$ cat src/verilog/nco_pkg.sv
// constants, register map and field layout of the numeric oscillator
package nco_pkg;
    localparam int ACC_W = 20;
    localparam logic [3:0] OFF_CONTROL = 4'h0;
    localparam logic [3:0] OFF_CLOCK_CFG = 4'h1;
    localparam logic [3:0] OFF_ACC_LOW = 4'h2;
    localparam logic [3:0] OFF_ACC_HIGH = 4'h3;
    localparam logic [3:0] OFF_ACC_UPPER = 4'h4;
    localparam logic [3:0] OFF_INC_LOW = 4'h5;
    localparam logic [3:0] OFF_INC_HIGH = 4'h6;
    localparam logic [3:0] OFF_INC_UPPER = 4'h7;
    localparam logic [3:0] OFF_IRQ = 4'h8;
    localparam int BIT_PULSE_MODE = 0;
    localparam int BIT_POLARITY = 4;
    localparam int BIT_OUT_LEVEL = 5;
    localparam int BIT_ENABLE = 7;
    localparam int PWS_LSB = 5;
    localparam int CKS_LSB = 0;
    localparam int BIT_IRQ_FLAG = 0;
    localparam int BIT_IRQ_ENABLE = 1;
    localparam int BIT_PERIPH_EN = 2;
    localparam int BIT_GLOBAL_EN = 3;
    localparam logic [7:0] RESET_BYTE = 8'h00;
    localparam logic [7:0] CONTROL_WMASK = 8'h91;
    localparam logic [7:0] CLOCK_CFG_WMASK = 8'hE3;
    localparam logic [1:0] INC_LOAD_EDGES = 2'h2;
    typedef enum logic [1:0] {
        SRC_FAST_OSC = 2'b00,
        SRC_SYS_OSC = 2'b01,
        SRC_LOGIC_CELL = 2'b10
    } clk_src_t;
endpackage

$ cat src/verilog/nco_edge_detect.sv
// rising-edge detector for the selected oscillator input clock
`timescale 1ns/1ps
module nco_edge_detect (
    // clock and reset
    input wire logic clk,
    input wire logic rst,
    // sampled clock level and edge pulse
    input wire logic level_in,
    output logic rise
);
    logic prev_r;

    always_ff @(posedge clk or posedge rst) begin
        if (rst) begin
            prev_r <= 1'b0;
        end else begin
            prev_r <= level_in;
        end
    end

    assign rise = level_in & ~prev_r;
endmodule

$ cat src/verilog/numeric_oscillator.sv
// numerically controlled oscillator: accumulator, increment buffers, output stage, registers
// Operation
// - 20-bit accumulator, carry-out is overflow
// - carry drives output stage and flag
// - clock source chosen from three inputs
// - accumulator readable and writable as three bytes
// - each input edge adds buffered increment
// - 20-bit increment in low/high/upper bytes
// - low write loads buffers on second edge
// - adder uses hidden increment buffer only
// - disabled: buffers load right after write
// - fixed duty mode toggles on overflow
// - control bit 0 selects pulse mode
// - pulse starts on the overflow edge
// - pulse width is two to code periods
// - too-long pulse keeps output active
// - control bit 4 inverts output
// - polarity change raises flag on transition when irq enable is set
// - control bit 5 shows output level
// - overflow sets flag, request needs enables
// - flag sticks until software clears it
// - control bit 7 enables the oscillator
// - reset clears every register to zero
// - keeps running in sleep, fast osc held while enabled with it selected
`timescale 1ns/1ps
module numeric_oscillator
    import nco_pkg::*;
#(
    parameter int WIDTH = ACC_W
) (
    // clock and reset
    input wire logic SYS_CLK,
    input wire logic RST,
    // register port
    input wire logic [3:0] ADDR,
    input wire logic [7:0] WDATA,
    input wire logic WR,
    input wire logic RD,
    output logic [7:0] RDATA,
    // oscillator input clock levels, sampled on SYS_CLK
    input wire logic FAST_OSC_CLK,
    input wire logic SYS_OSC_CLK,
    input wire logic LOGIC_CELL_OUT,
    // sleep state of the core
    input wire logic SLEEP,
    // outputs
    output logic OSC_OUT,
    output logic OVERFLOW_IRQ,
    output logic FAST_OSC_KEEP
);
    // byte lanes below are fixed at 20 bits, so any other width is refused
    if (WIDTH != ACC_W) begin : g_width_check
        $error("numeric_oscillator supports only a 20-bit accumulator");
    end

    logic [7:0] control_r;
    logic [7:0] clock_cfg_r;
    logic [WIDTH-1:0] acc_r;
    logic [WIDTH-1:0] inc_r;
    logic [WIDTH-1:0] inc_buf_r;
    logic [3:0] irq_r;
    logic [7:0] rdata_r;
    logic [1:0] load_cnt_r;
    logic load_pend_r;
    logic fdc_r;
    logic pulse_r;
    logic [7:0] pulse_cnt_r;
    logic out_final_r;
    logic pol_chg_r;

    logic enabled;
    logic pulse_mode;
    logic polarity;
    logic [2:0] pws;
    logic [1:0] cks;
    logic src_level;
    logic in_edge;
    logic [WIDTH:0] sum;
    logic carry;
    logic raw_out;
    logic [7:0] width_cnt;
    logic wr_ctl;
    logic wr_inc;
    logic wr_inc_low;
    logic wr_inc_high;
    logic wr_inc_upper;
    logic wr_clk_cfg;
    logic wr_irq;
    logic wr_acc_low;
    logic wr_acc_high;
    logic wr_acc_upper;
    logic out_final_nxt;

    assign enabled = control_r[BIT_ENABLE];
    assign pulse_mode = control_r[BIT_PULSE_MODE];
    assign polarity = control_r[BIT_POLARITY];
    assign pws = clock_cfg_r[PWS_LSB +: 3];
    assign cks = clock_cfg_r[CKS_LSB +: 2];

    // register write strobes
    assign wr_ctl = WR && (ADDR == OFF_CONTROL);
    assign wr_clk_cfg = WR && (ADDR == OFF_CLOCK_CFG);
    assign wr_irq = WR && (ADDR == OFF_IRQ);
    assign wr_acc_low = WR && (ADDR == OFF_ACC_LOW);
    assign wr_acc_high = WR && (ADDR == OFF_ACC_HIGH);
    assign wr_acc_upper = WR && (ADDR == OFF_ACC_UPPER);
    assign wr_inc_low = WR && (ADDR == OFF_INC_LOW);
    assign wr_inc_high = WR && (ADDR == OFF_INC_HIGH);
    assign wr_inc_upper = WR && (ADDR == OFF_INC_UPPER);
    assign wr_inc = wr_inc_low || wr_inc_high || wr_inc_upper;

    always_comb begin
        unique case (cks)
            SRC_FAST_OSC: src_level = FAST_OSC_CLK;
            SRC_SYS_OSC: src_level = SYS_OSC_CLK;
            SRC_LOGIC_CELL: src_level = LOGIC_CELL_OUT;
            // code 3 is reserved and selects a quiet level
            default: src_level = 1'b0;
        endcase
    end

    // source levels are sampled, so each must stay below half of SYS_CLK
    nco_edge_detect u_edge (
        .clk(SYS_CLK),
        .rst(RST),
        .level_in(src_level),
        .rise(in_edge)
    );

    assign sum = {1'b0, acc_r} + {1'b0, inc_buf_r};
    // only an add can overflow; a software write to the accumulator never does
    // carry is overflow
    assign carry = enabled && in_edge && sum[WIDTH];
    assign width_cnt = 8'(1 << pws);

    // SLEEP is left unread on purpose: nothing here stops in sleep
    // sleep does not gate the oscillator path
    assign FAST_OSC_KEEP = enabled && (cks == SRC_FAST_OSC);

    // control and clock config reset to zero
    always_ff @(posedge SYS_CLK or posedge RST) begin
        if (RST) begin
            control_r <= RESET_BYTE;
            clock_cfg_r <= RESET_BYTE;
        end else if (wr_ctl) begin
            // read-only and unused bits are masked so writes leave them; unused bits read back as zero, bit 5 reads the output level
            // enable bit written here
            control_r <= (WDATA & CONTROL_WMASK) | (control_r & ~CONTROL_WMASK);
        end else if (wr_clk_cfg) begin
            clock_cfg_r <= WDATA & CLOCK_CFG_WMASK;
        end
    end

    always_ff @(posedge SYS_CLK or posedge RST) begin
        if (RST) begin
            inc_r <= '0;
        end else if (WR) begin
            if (ADDR == OFF_INC_LOW) begin
                inc_r[7:0] <= WDATA;
            end else if (ADDR == OFF_INC_HIGH) begin
                inc_r[15:8] <= WDATA;
            end else if (ADDR == OFF_INC_UPPER) begin
                inc_r[19:16] <= WDATA[3:0];
            end
        end
    end

    // the two-edge wait keeps the swap clear of the edge that saw the write
    // low write arms a load on the second input edge
    always_ff @(posedge SYS_CLK or posedge RST) begin
        if (RST) begin
            load_pend_r <= 1'b0;
            load_cnt_r <= 2'h0;
        end else if (!enabled) begin
            load_pend_r <= 1'b0;
            load_cnt_r <= 2'h0;
        end else if (wr_inc_low) begin
            load_pend_r <= 1'b1;
            load_cnt_r <= 2'h0;
        end else if (load_pend_r && in_edge) begin
            if (load_cnt_r == INC_LOAD_EDGES - 2'h1) begin
                load_pend_r <= 1'b0;
                load_cnt_r <= 2'h0;
            end else begin
                load_cnt_r <= load_cnt_r + 2'h1;
            end
        end
    end

    // copying every cycle while disabled covers writes in any byte order
    // hidden increment buffer
    always_ff @(posedge SYS_CLK or posedge RST) begin
        if (RST) begin
            inc_buf_r <= '0;
        end else if (!enabled) begin
            if (load_pend_r || wr_inc) begin
                inc_buf_r <= inc_r;
            end else begin
                inc_buf_r <= inc_r;
            end
        end else if (load_pend_r && in_edge && load_cnt_r == INC_LOAD_EDGES - 2'h1) begin
            inc_buf_r <= inc_r;
        end
    end

    // software writes win over a concurrent add so a loaded value is kept
    // accumulator
    always_ff @(posedge SYS_CLK or posedge RST) begin
        if (RST) begin
            acc_r <= '0;
        end else if (wr_acc_low) begin
            acc_r[7:0] <= WDATA;
        end else if (wr_acc_high) begin
            acc_r[15:8] <= WDATA;
        end else if (wr_acc_upper) begin
            acc_r[19:16] <= WDATA[3:0];
        end else if (enabled && in_edge) begin
            acc_r <= sum[WIDTH-1:0];
        end
    end

    // a disable parks the toggle low so a restart begins in a known phase
    // fixed duty toggle
    always_ff @(posedge SYS_CLK or posedge RST) begin
        if (RST) begin
            fdc_r <= 1'b0;
        end else if (!enabled) begin
            fdc_r <= 1'b0;
        end else if (carry) begin
            fdc_r <= ~fdc_r;
        end
    end

    // eight count bits cover the widest pulse of 128 periods
    // pulse active from the overflow edge
    always_ff @(posedge SYS_CLK or posedge RST) begin
        if (RST) begin
            pulse_r <= 1'b0;
            pulse_cnt_r <= 8'h00;
        end else if (!enabled) begin
            pulse_r <= 1'b0;
            pulse_cnt_r <= 8'h00;
        end else if (carry) begin
            pulse_r <= 1'b1;
            pulse_cnt_r <= width_cnt;
        end else if (in_edge && pulse_r) begin
            if (pulse_cnt_r <= 8'h01) begin
                pulse_r <= 1'b0;
                pulse_cnt_r <= 8'h00;
            end else begin
                pulse_cnt_r <= pulse_cnt_r - 8'h01;
            end
        end
    end

    assign raw_out = pulse_mode ? pulse_r : fdc_r;

    assign out_final_nxt = (enabled ? raw_out : 1'b0) ^ polarity;

    // status bit and pin share one flop so they always agree
    always_ff @(posedge SYS_CLK or posedge RST) begin
        if (RST) begin
            out_final_r <= 1'b0;
        end else begin
            out_final_r <= out_final_nxt;
        end
    end

    assign OSC_OUT = out_final_r;

    // interrupt flag and enables
    always_ff @(posedge SYS_CLK or posedge RST) begin
        if (RST) begin
            irq_r <= 4'h0;
        end else begin
            if (wr_irq) begin
                irq_r <= WDATA[3:0];
            end
            if (carry) begin
                irq_r[BIT_IRQ_FLAG] <= 1'b1;
            end
            // flagged in the cycle the new polarity reaches the output flop
            // polarity-caused transition flags when irq enable is set
            if (irq_r[BIT_IRQ_ENABLE] && pol_chg_r && (out_final_nxt != out_final_r)) begin
                irq_r[BIT_IRQ_FLAG] <= 1'b1;
            end
        end
    end

    always_ff @(posedge SYS_CLK or posedge RST) begin
        if (RST) begin
            pol_chg_r <= 1'b0;
        end else begin
            pol_chg_r <= wr_ctl && (WDATA[BIT_POLARITY] != polarity);
        end
    end

    assign OVERFLOW_IRQ = irq_r[BIT_IRQ_FLAG] && enabled && irq_r[BIT_IRQ_ENABLE]
        && irq_r[BIT_PERIPH_EN] && irq_r[BIT_GLOBAL_EN];

    // idle cycles return zero so several read ports can be or-ed together
    // read data one cycle after strobe
    always_ff @(posedge SYS_CLK or posedge RST) begin
        if (RST) begin
            rdata_r <= 8'h00;
        end else if (RD) begin
            case (ADDR)
                OFF_CONTROL: rdata_r <= {control_r[7:6], out_final_r, control_r[4:0]};
                OFF_CLOCK_CFG: rdata_r <= clock_cfg_r;
                OFF_ACC_LOW: rdata_r <= acc_r[7:0];
                OFF_ACC_HIGH: rdata_r <= acc_r[15:8];
                OFF_ACC_UPPER: rdata_r <= {4'h0, acc_r[19:16]};
                OFF_INC_LOW: rdata_r <= inc_r[7:0];
                OFF_INC_HIGH: rdata_r <= inc_r[15:8];
                OFF_INC_UPPER: rdata_r <= {4'h0, inc_r[19:16]};
                OFF_IRQ: rdata_r <= {4'h0, irq_r};
                default: rdata_r <= 8'h00;
            endcase
        end else begin
            rdata_r <= 8'h00;
        end
    end

    assign RDATA = rdata_r;
endmodule

$ cat config.mk
export PLATFORM = sky130hd
export DESIGN_NAME = numeric_oscillator
export DESIGN_NICKNAME = d
export VERILOG_FILES = /design/src/verilog/nco_pkg.sv /design/src/verilog/nco_edge_detect.sv /design/src/verilog/numeric_oscillator.sv
export SDC_FILE = /design/constraint.sdc
export NUM_CORES = 1
export LEC_CHECK = 0
export ABC_CLOCK_PERIOD_IN_PS = 5700
export BUFFER_PORTS_ARGS = -buffer_cell sky130_fd_sc_hd__buf_2
export CORE_ASPECT_RATIO = 0.5
export CORE_MARGIN = 3
export CORE_UTILIZATION = 56
export DETAILED_ROUTE_END_ITERATION = 10
export PLACE_DENSITY = 0.82
export REMOVE_ABC_BUFFERS = 1
export SETUP_SLACK_MARGIN = 0.5
export SYNTH_ARGS = -nofsm -noshare
export SYNTH_HDL_FRONTEND = slang
export SYNTH_HIERARCHICAL = 1
export SYNTH_SLANG_ARGS = --single-unit
$ cat constraint.sdc
create_clock -name SYS_CLK -period 5.7 [get_ports SYS_CLK]
set_clock_uncertainty 0.2 [all_clocks]
set_input_delay 0.57 -clock SYS_CLK [delete_from_list [all_inputs] [get_ports SYS_CLK]]
set_output_delay 0.57 -clock SYS_CLK [all_outputs]
set_load 0.005 [all_outputs]
==> summary.txt <==
Timing
  • Worst setup margin: around 2600 ps
  • Final Cycle Share: between 50 and 60%
  • Setup violators final: 0
  • Hold slack final: 310 ps
  • Tmin final: 3130 ps
  • RSZ-0062 raised after global routing: false
  • Rel. slew slack: between 20% and 30%
  • Sum of negative setup slack: 0 ps
  • FMAX: about 320 MHz
  • Final hold vios: 0
  • Max Slew Vio Count: 0
  • Worst-Margin Slew: 1060 ps

Worst setup path
  • Worst EP required: just under 6000 ps
  • Worst path cell trace: ha_1 -> fa_1 -> a21oi_1 -> nand4b_1 -> a21oi_2 -> nor3_4 -> a211oi_4 -> mux2_2 -> nor2_1
  • CP max FO: 15
  • Crit-path max cell delay: approximately 630 ps
  • WP data arrival: around 3200 ps
  • Element type at the critical path end: register
  • WS Path Type: reg -> reg
  • Highest-delay cell along the critical path: a211oi_4
  • CP startpoint kind: register

Synth
  • Ys Warns: 6
  • Multiplexer share of the synthesized area: between 10 and 15%
  • Post-synth EDFFs: 0
  • Cell Area, Synth: 5660 µm²
  • Primary FF master, synth: dfrtp_1
  • Synthesized area per cell: roughly 10 µm²
  • Count of unique library cells instantiated by Yosys: 64
  • Yosys top cell area share: a little over two fifths
  • Post-synthesis compound-gate area fraction: ~16%
  • Sequential fraction of the synthesis area: 42.4%
  • Main combinational cell family by area after synthesis: compound AO/OA/AOI/OAI gates
  • Leading area contributor after synthesis: dfrtp_1
  • Post-synthesis xor/xnor area fraction: 2.63%
  • Post-synthesis register bit count: 96
  • Post-synthesis simple-gate area fraction: between 10% and 20%
  • Most common cell in the netlist: dfrtp_1
  • Async set or reset register ratio after synthesis: between 90% and 100%
  • Dominant cells by area after synthesis: dfrtp_1 42%, mux2_2 12%, ha_1 4.9%, a21oi_1 3.4%, o21ai_0 3.0%
  • Post-Synthesis Cells: between 500 and 600
  • Commonest cells in the netlist: 96 x dfrtp_1, 59 x mux2_2, 45 x nand2_1, 38 x a21oi_1, 34 x o21ai_0
  • Post-Synth Adder-Cell Area: under 10%

Drt
  • Routed Wire Length: between 10000 and 15000 µm
  • Drt via density: around 6.5
  • Antenna-violating nets left: 0
  • Iter 0 DRT Violations: ~500
  • Drc violations: 0
  • DR WL/cell: 20.8 µm
  • Pre-antenna DRT Iters: 5
  • Via Count: between 4000 and 5000

Clocking
  • Maximum clock path buffer count: 2
  • Clock tree sinks: 96
  • Post-CTS setup buffer count: 0
  • Clk slew on worst S/H paths: 70 ps
  • Clk Latency, worst-skew pair: 360 ps
  • Root Driver: clkbuf_16
  • # H-tree levels: 3
  • Cts bufs inserted: 9
  • CTS tree: yes

GRT
  • Largest net degree at the start of global routing: 84
  • Initial antenna violation count: 0
  • Vias in the first global route: 4475
  • Tot GR Track Use: a little over a quarter
  • Grt ovf: 0
  • Global-route wire length before repair: 24200 µm

Power
  • VDD IR-drop max: roughly 190 µV
  • Static leakage: around 2.8 nW
  • Pwr/cell area: a little over 500 nW/µm²

Layout
  • Ant diodes: 0
  • Fill count: roughly 760
  • Post-route cell area: 6220 µm²
  • Post-layout nets: about 620
  • Cell Count, Final, Fillers Out: between 700 and 800
  • Share of cells above drive strength 1: roughly a fifth
  • Area growth from synthesis to layout: 9.93%

Floorplanning
  • DIE HEIGHT: approximately 77 µm
  • Core ar.: around 9600 µm²
  • Initial core utilization: between 50% and 60%
  • Die width: 148 µm
  • Die area: 11400 µm²
  • Io pins: 31
  • Rows: 25

Placed design
  • Port-buffer cells: 29
  • Routability cong.: approximately 0.9
  • Pre-CTS setup slack: about 2700 ps
  • Post-Place Cell Area: just under 6000 µm²
  • Post-DP HPWL: 10600 µm
  • Placed insts: roughly 700

Outcome
  • Status: finished clean

Run
  • MaxCap Viol Count: 0

Worst hold path
  • Hold crit path type: reg -> reg
critical path: cells and delay by family (launching register included):
family                     cells  cell delay, ps
adders and majority gates      2             540
and+or+nand+nor                3             460
AOI/OAI and AO/OA              3            1030
muxes                          1             410
DFF                            1             400
state kept, by name (all words and copies together) (netlist names):
name and cells:
pulse_r 1, RDATA 8, irq_r 4, fdc_r 1, pol_chg_r 1, acc_r 20
load_cnt_r 2, load_pend_r 1, u_edge/prev_r 1, pulse_cnt_r 8, OSC_OUT 1, control_r 3
clock_cfg_r 5, inc_buf_r 20, inc_r 20
power breakdown:
group	total, W	switching (W)	internal [W]
combinational	0.00142	0.000813	0.000612
sequential	0.00107	0.000201	0.000873
clock	0.000715	0.000272	0.000443
total	0.00321	0.00129	0.00193
cell families after synthesis:
logic type	count (synthesis)
mux	75
xor+xnor	17
compound gates	144
fa+ha+maj	23
flops	96
simple gates	165
buf+inv	40
cell type report:
class,count,area [µm²],area share (%)
Multi-Input combinational cell,424,3060,49.2
Sequential cell,96,2400,38.6
Clock buffer,10,239,3.84
Timing Repair Buffer,32,170,2.74
Tap cell,135,169,2.72
Clock inverter,6,115,1.85
Inverter,16,62.6,1.01
worst paths after layout:
check,slack (ps),depth (start not counted),start,end
worst max-delay path,2570,9,acc_r[0],pulse_cnt_r[7]
worst min-delay path,310,2,acc_r[6],acc_r[6]
worst max register to register,2570,9,acc_r[0],pulse_cnt_r[7]
worst min register to register,310,2,acc_r[6],acc_r[6]
max in group asynchronous,3520,4,RST,acc_r[18]
min in group asynchronous,440,3,RST,u_edge/prev_r
per-layer routing:
| metal | vias up | track usage, % | part of all wire (%) |
|---|---|---|---|
| met1 | 2317 | 39.5 | 46 |
| met3 | 29 | 6.49 | 8.7 |
| met4 | 0 | 7.93 | 1.8 |
| met5 | - | 0 | 0 |
| li1 | 2118 | - | - |
| met2 | 210 | 41.0 | 44 |
timing repair:
action	4_1_cts	5_1_grt
hold buffers	1	0
endpoints found under the hold margin	13	0
resized for setup	0	0
cell usage in the layout, fill, tap and decap left out, drive strengths merged, types with 11 or more instances in the layout:
| cell type | instances |
|---|---|
| nand3 | 15 |
| nor3 | 22 |
| inv | 17 |
| buf | 31 |
| mux2i | 15 |
| a21oi | 39 |
| mux2 | 59 |
| dfrtp | 96 |
| ha | 22 |
| nand2 | 45 |
| nor2b | 11 |
| nor2 | 32 |
| o21ai | 37 |
through the flow:
stage               utilization [%]  total power [W]
floorplan                         -          0.00209
global placement               60.8          0.00239
detailed placement             60.8          0.00244
CTS                            64.6          0.00318
global route                   64.6          0.00341
finish                         64.6          0.00321
No activity file was read; power rests on OpenSTA's default activity.
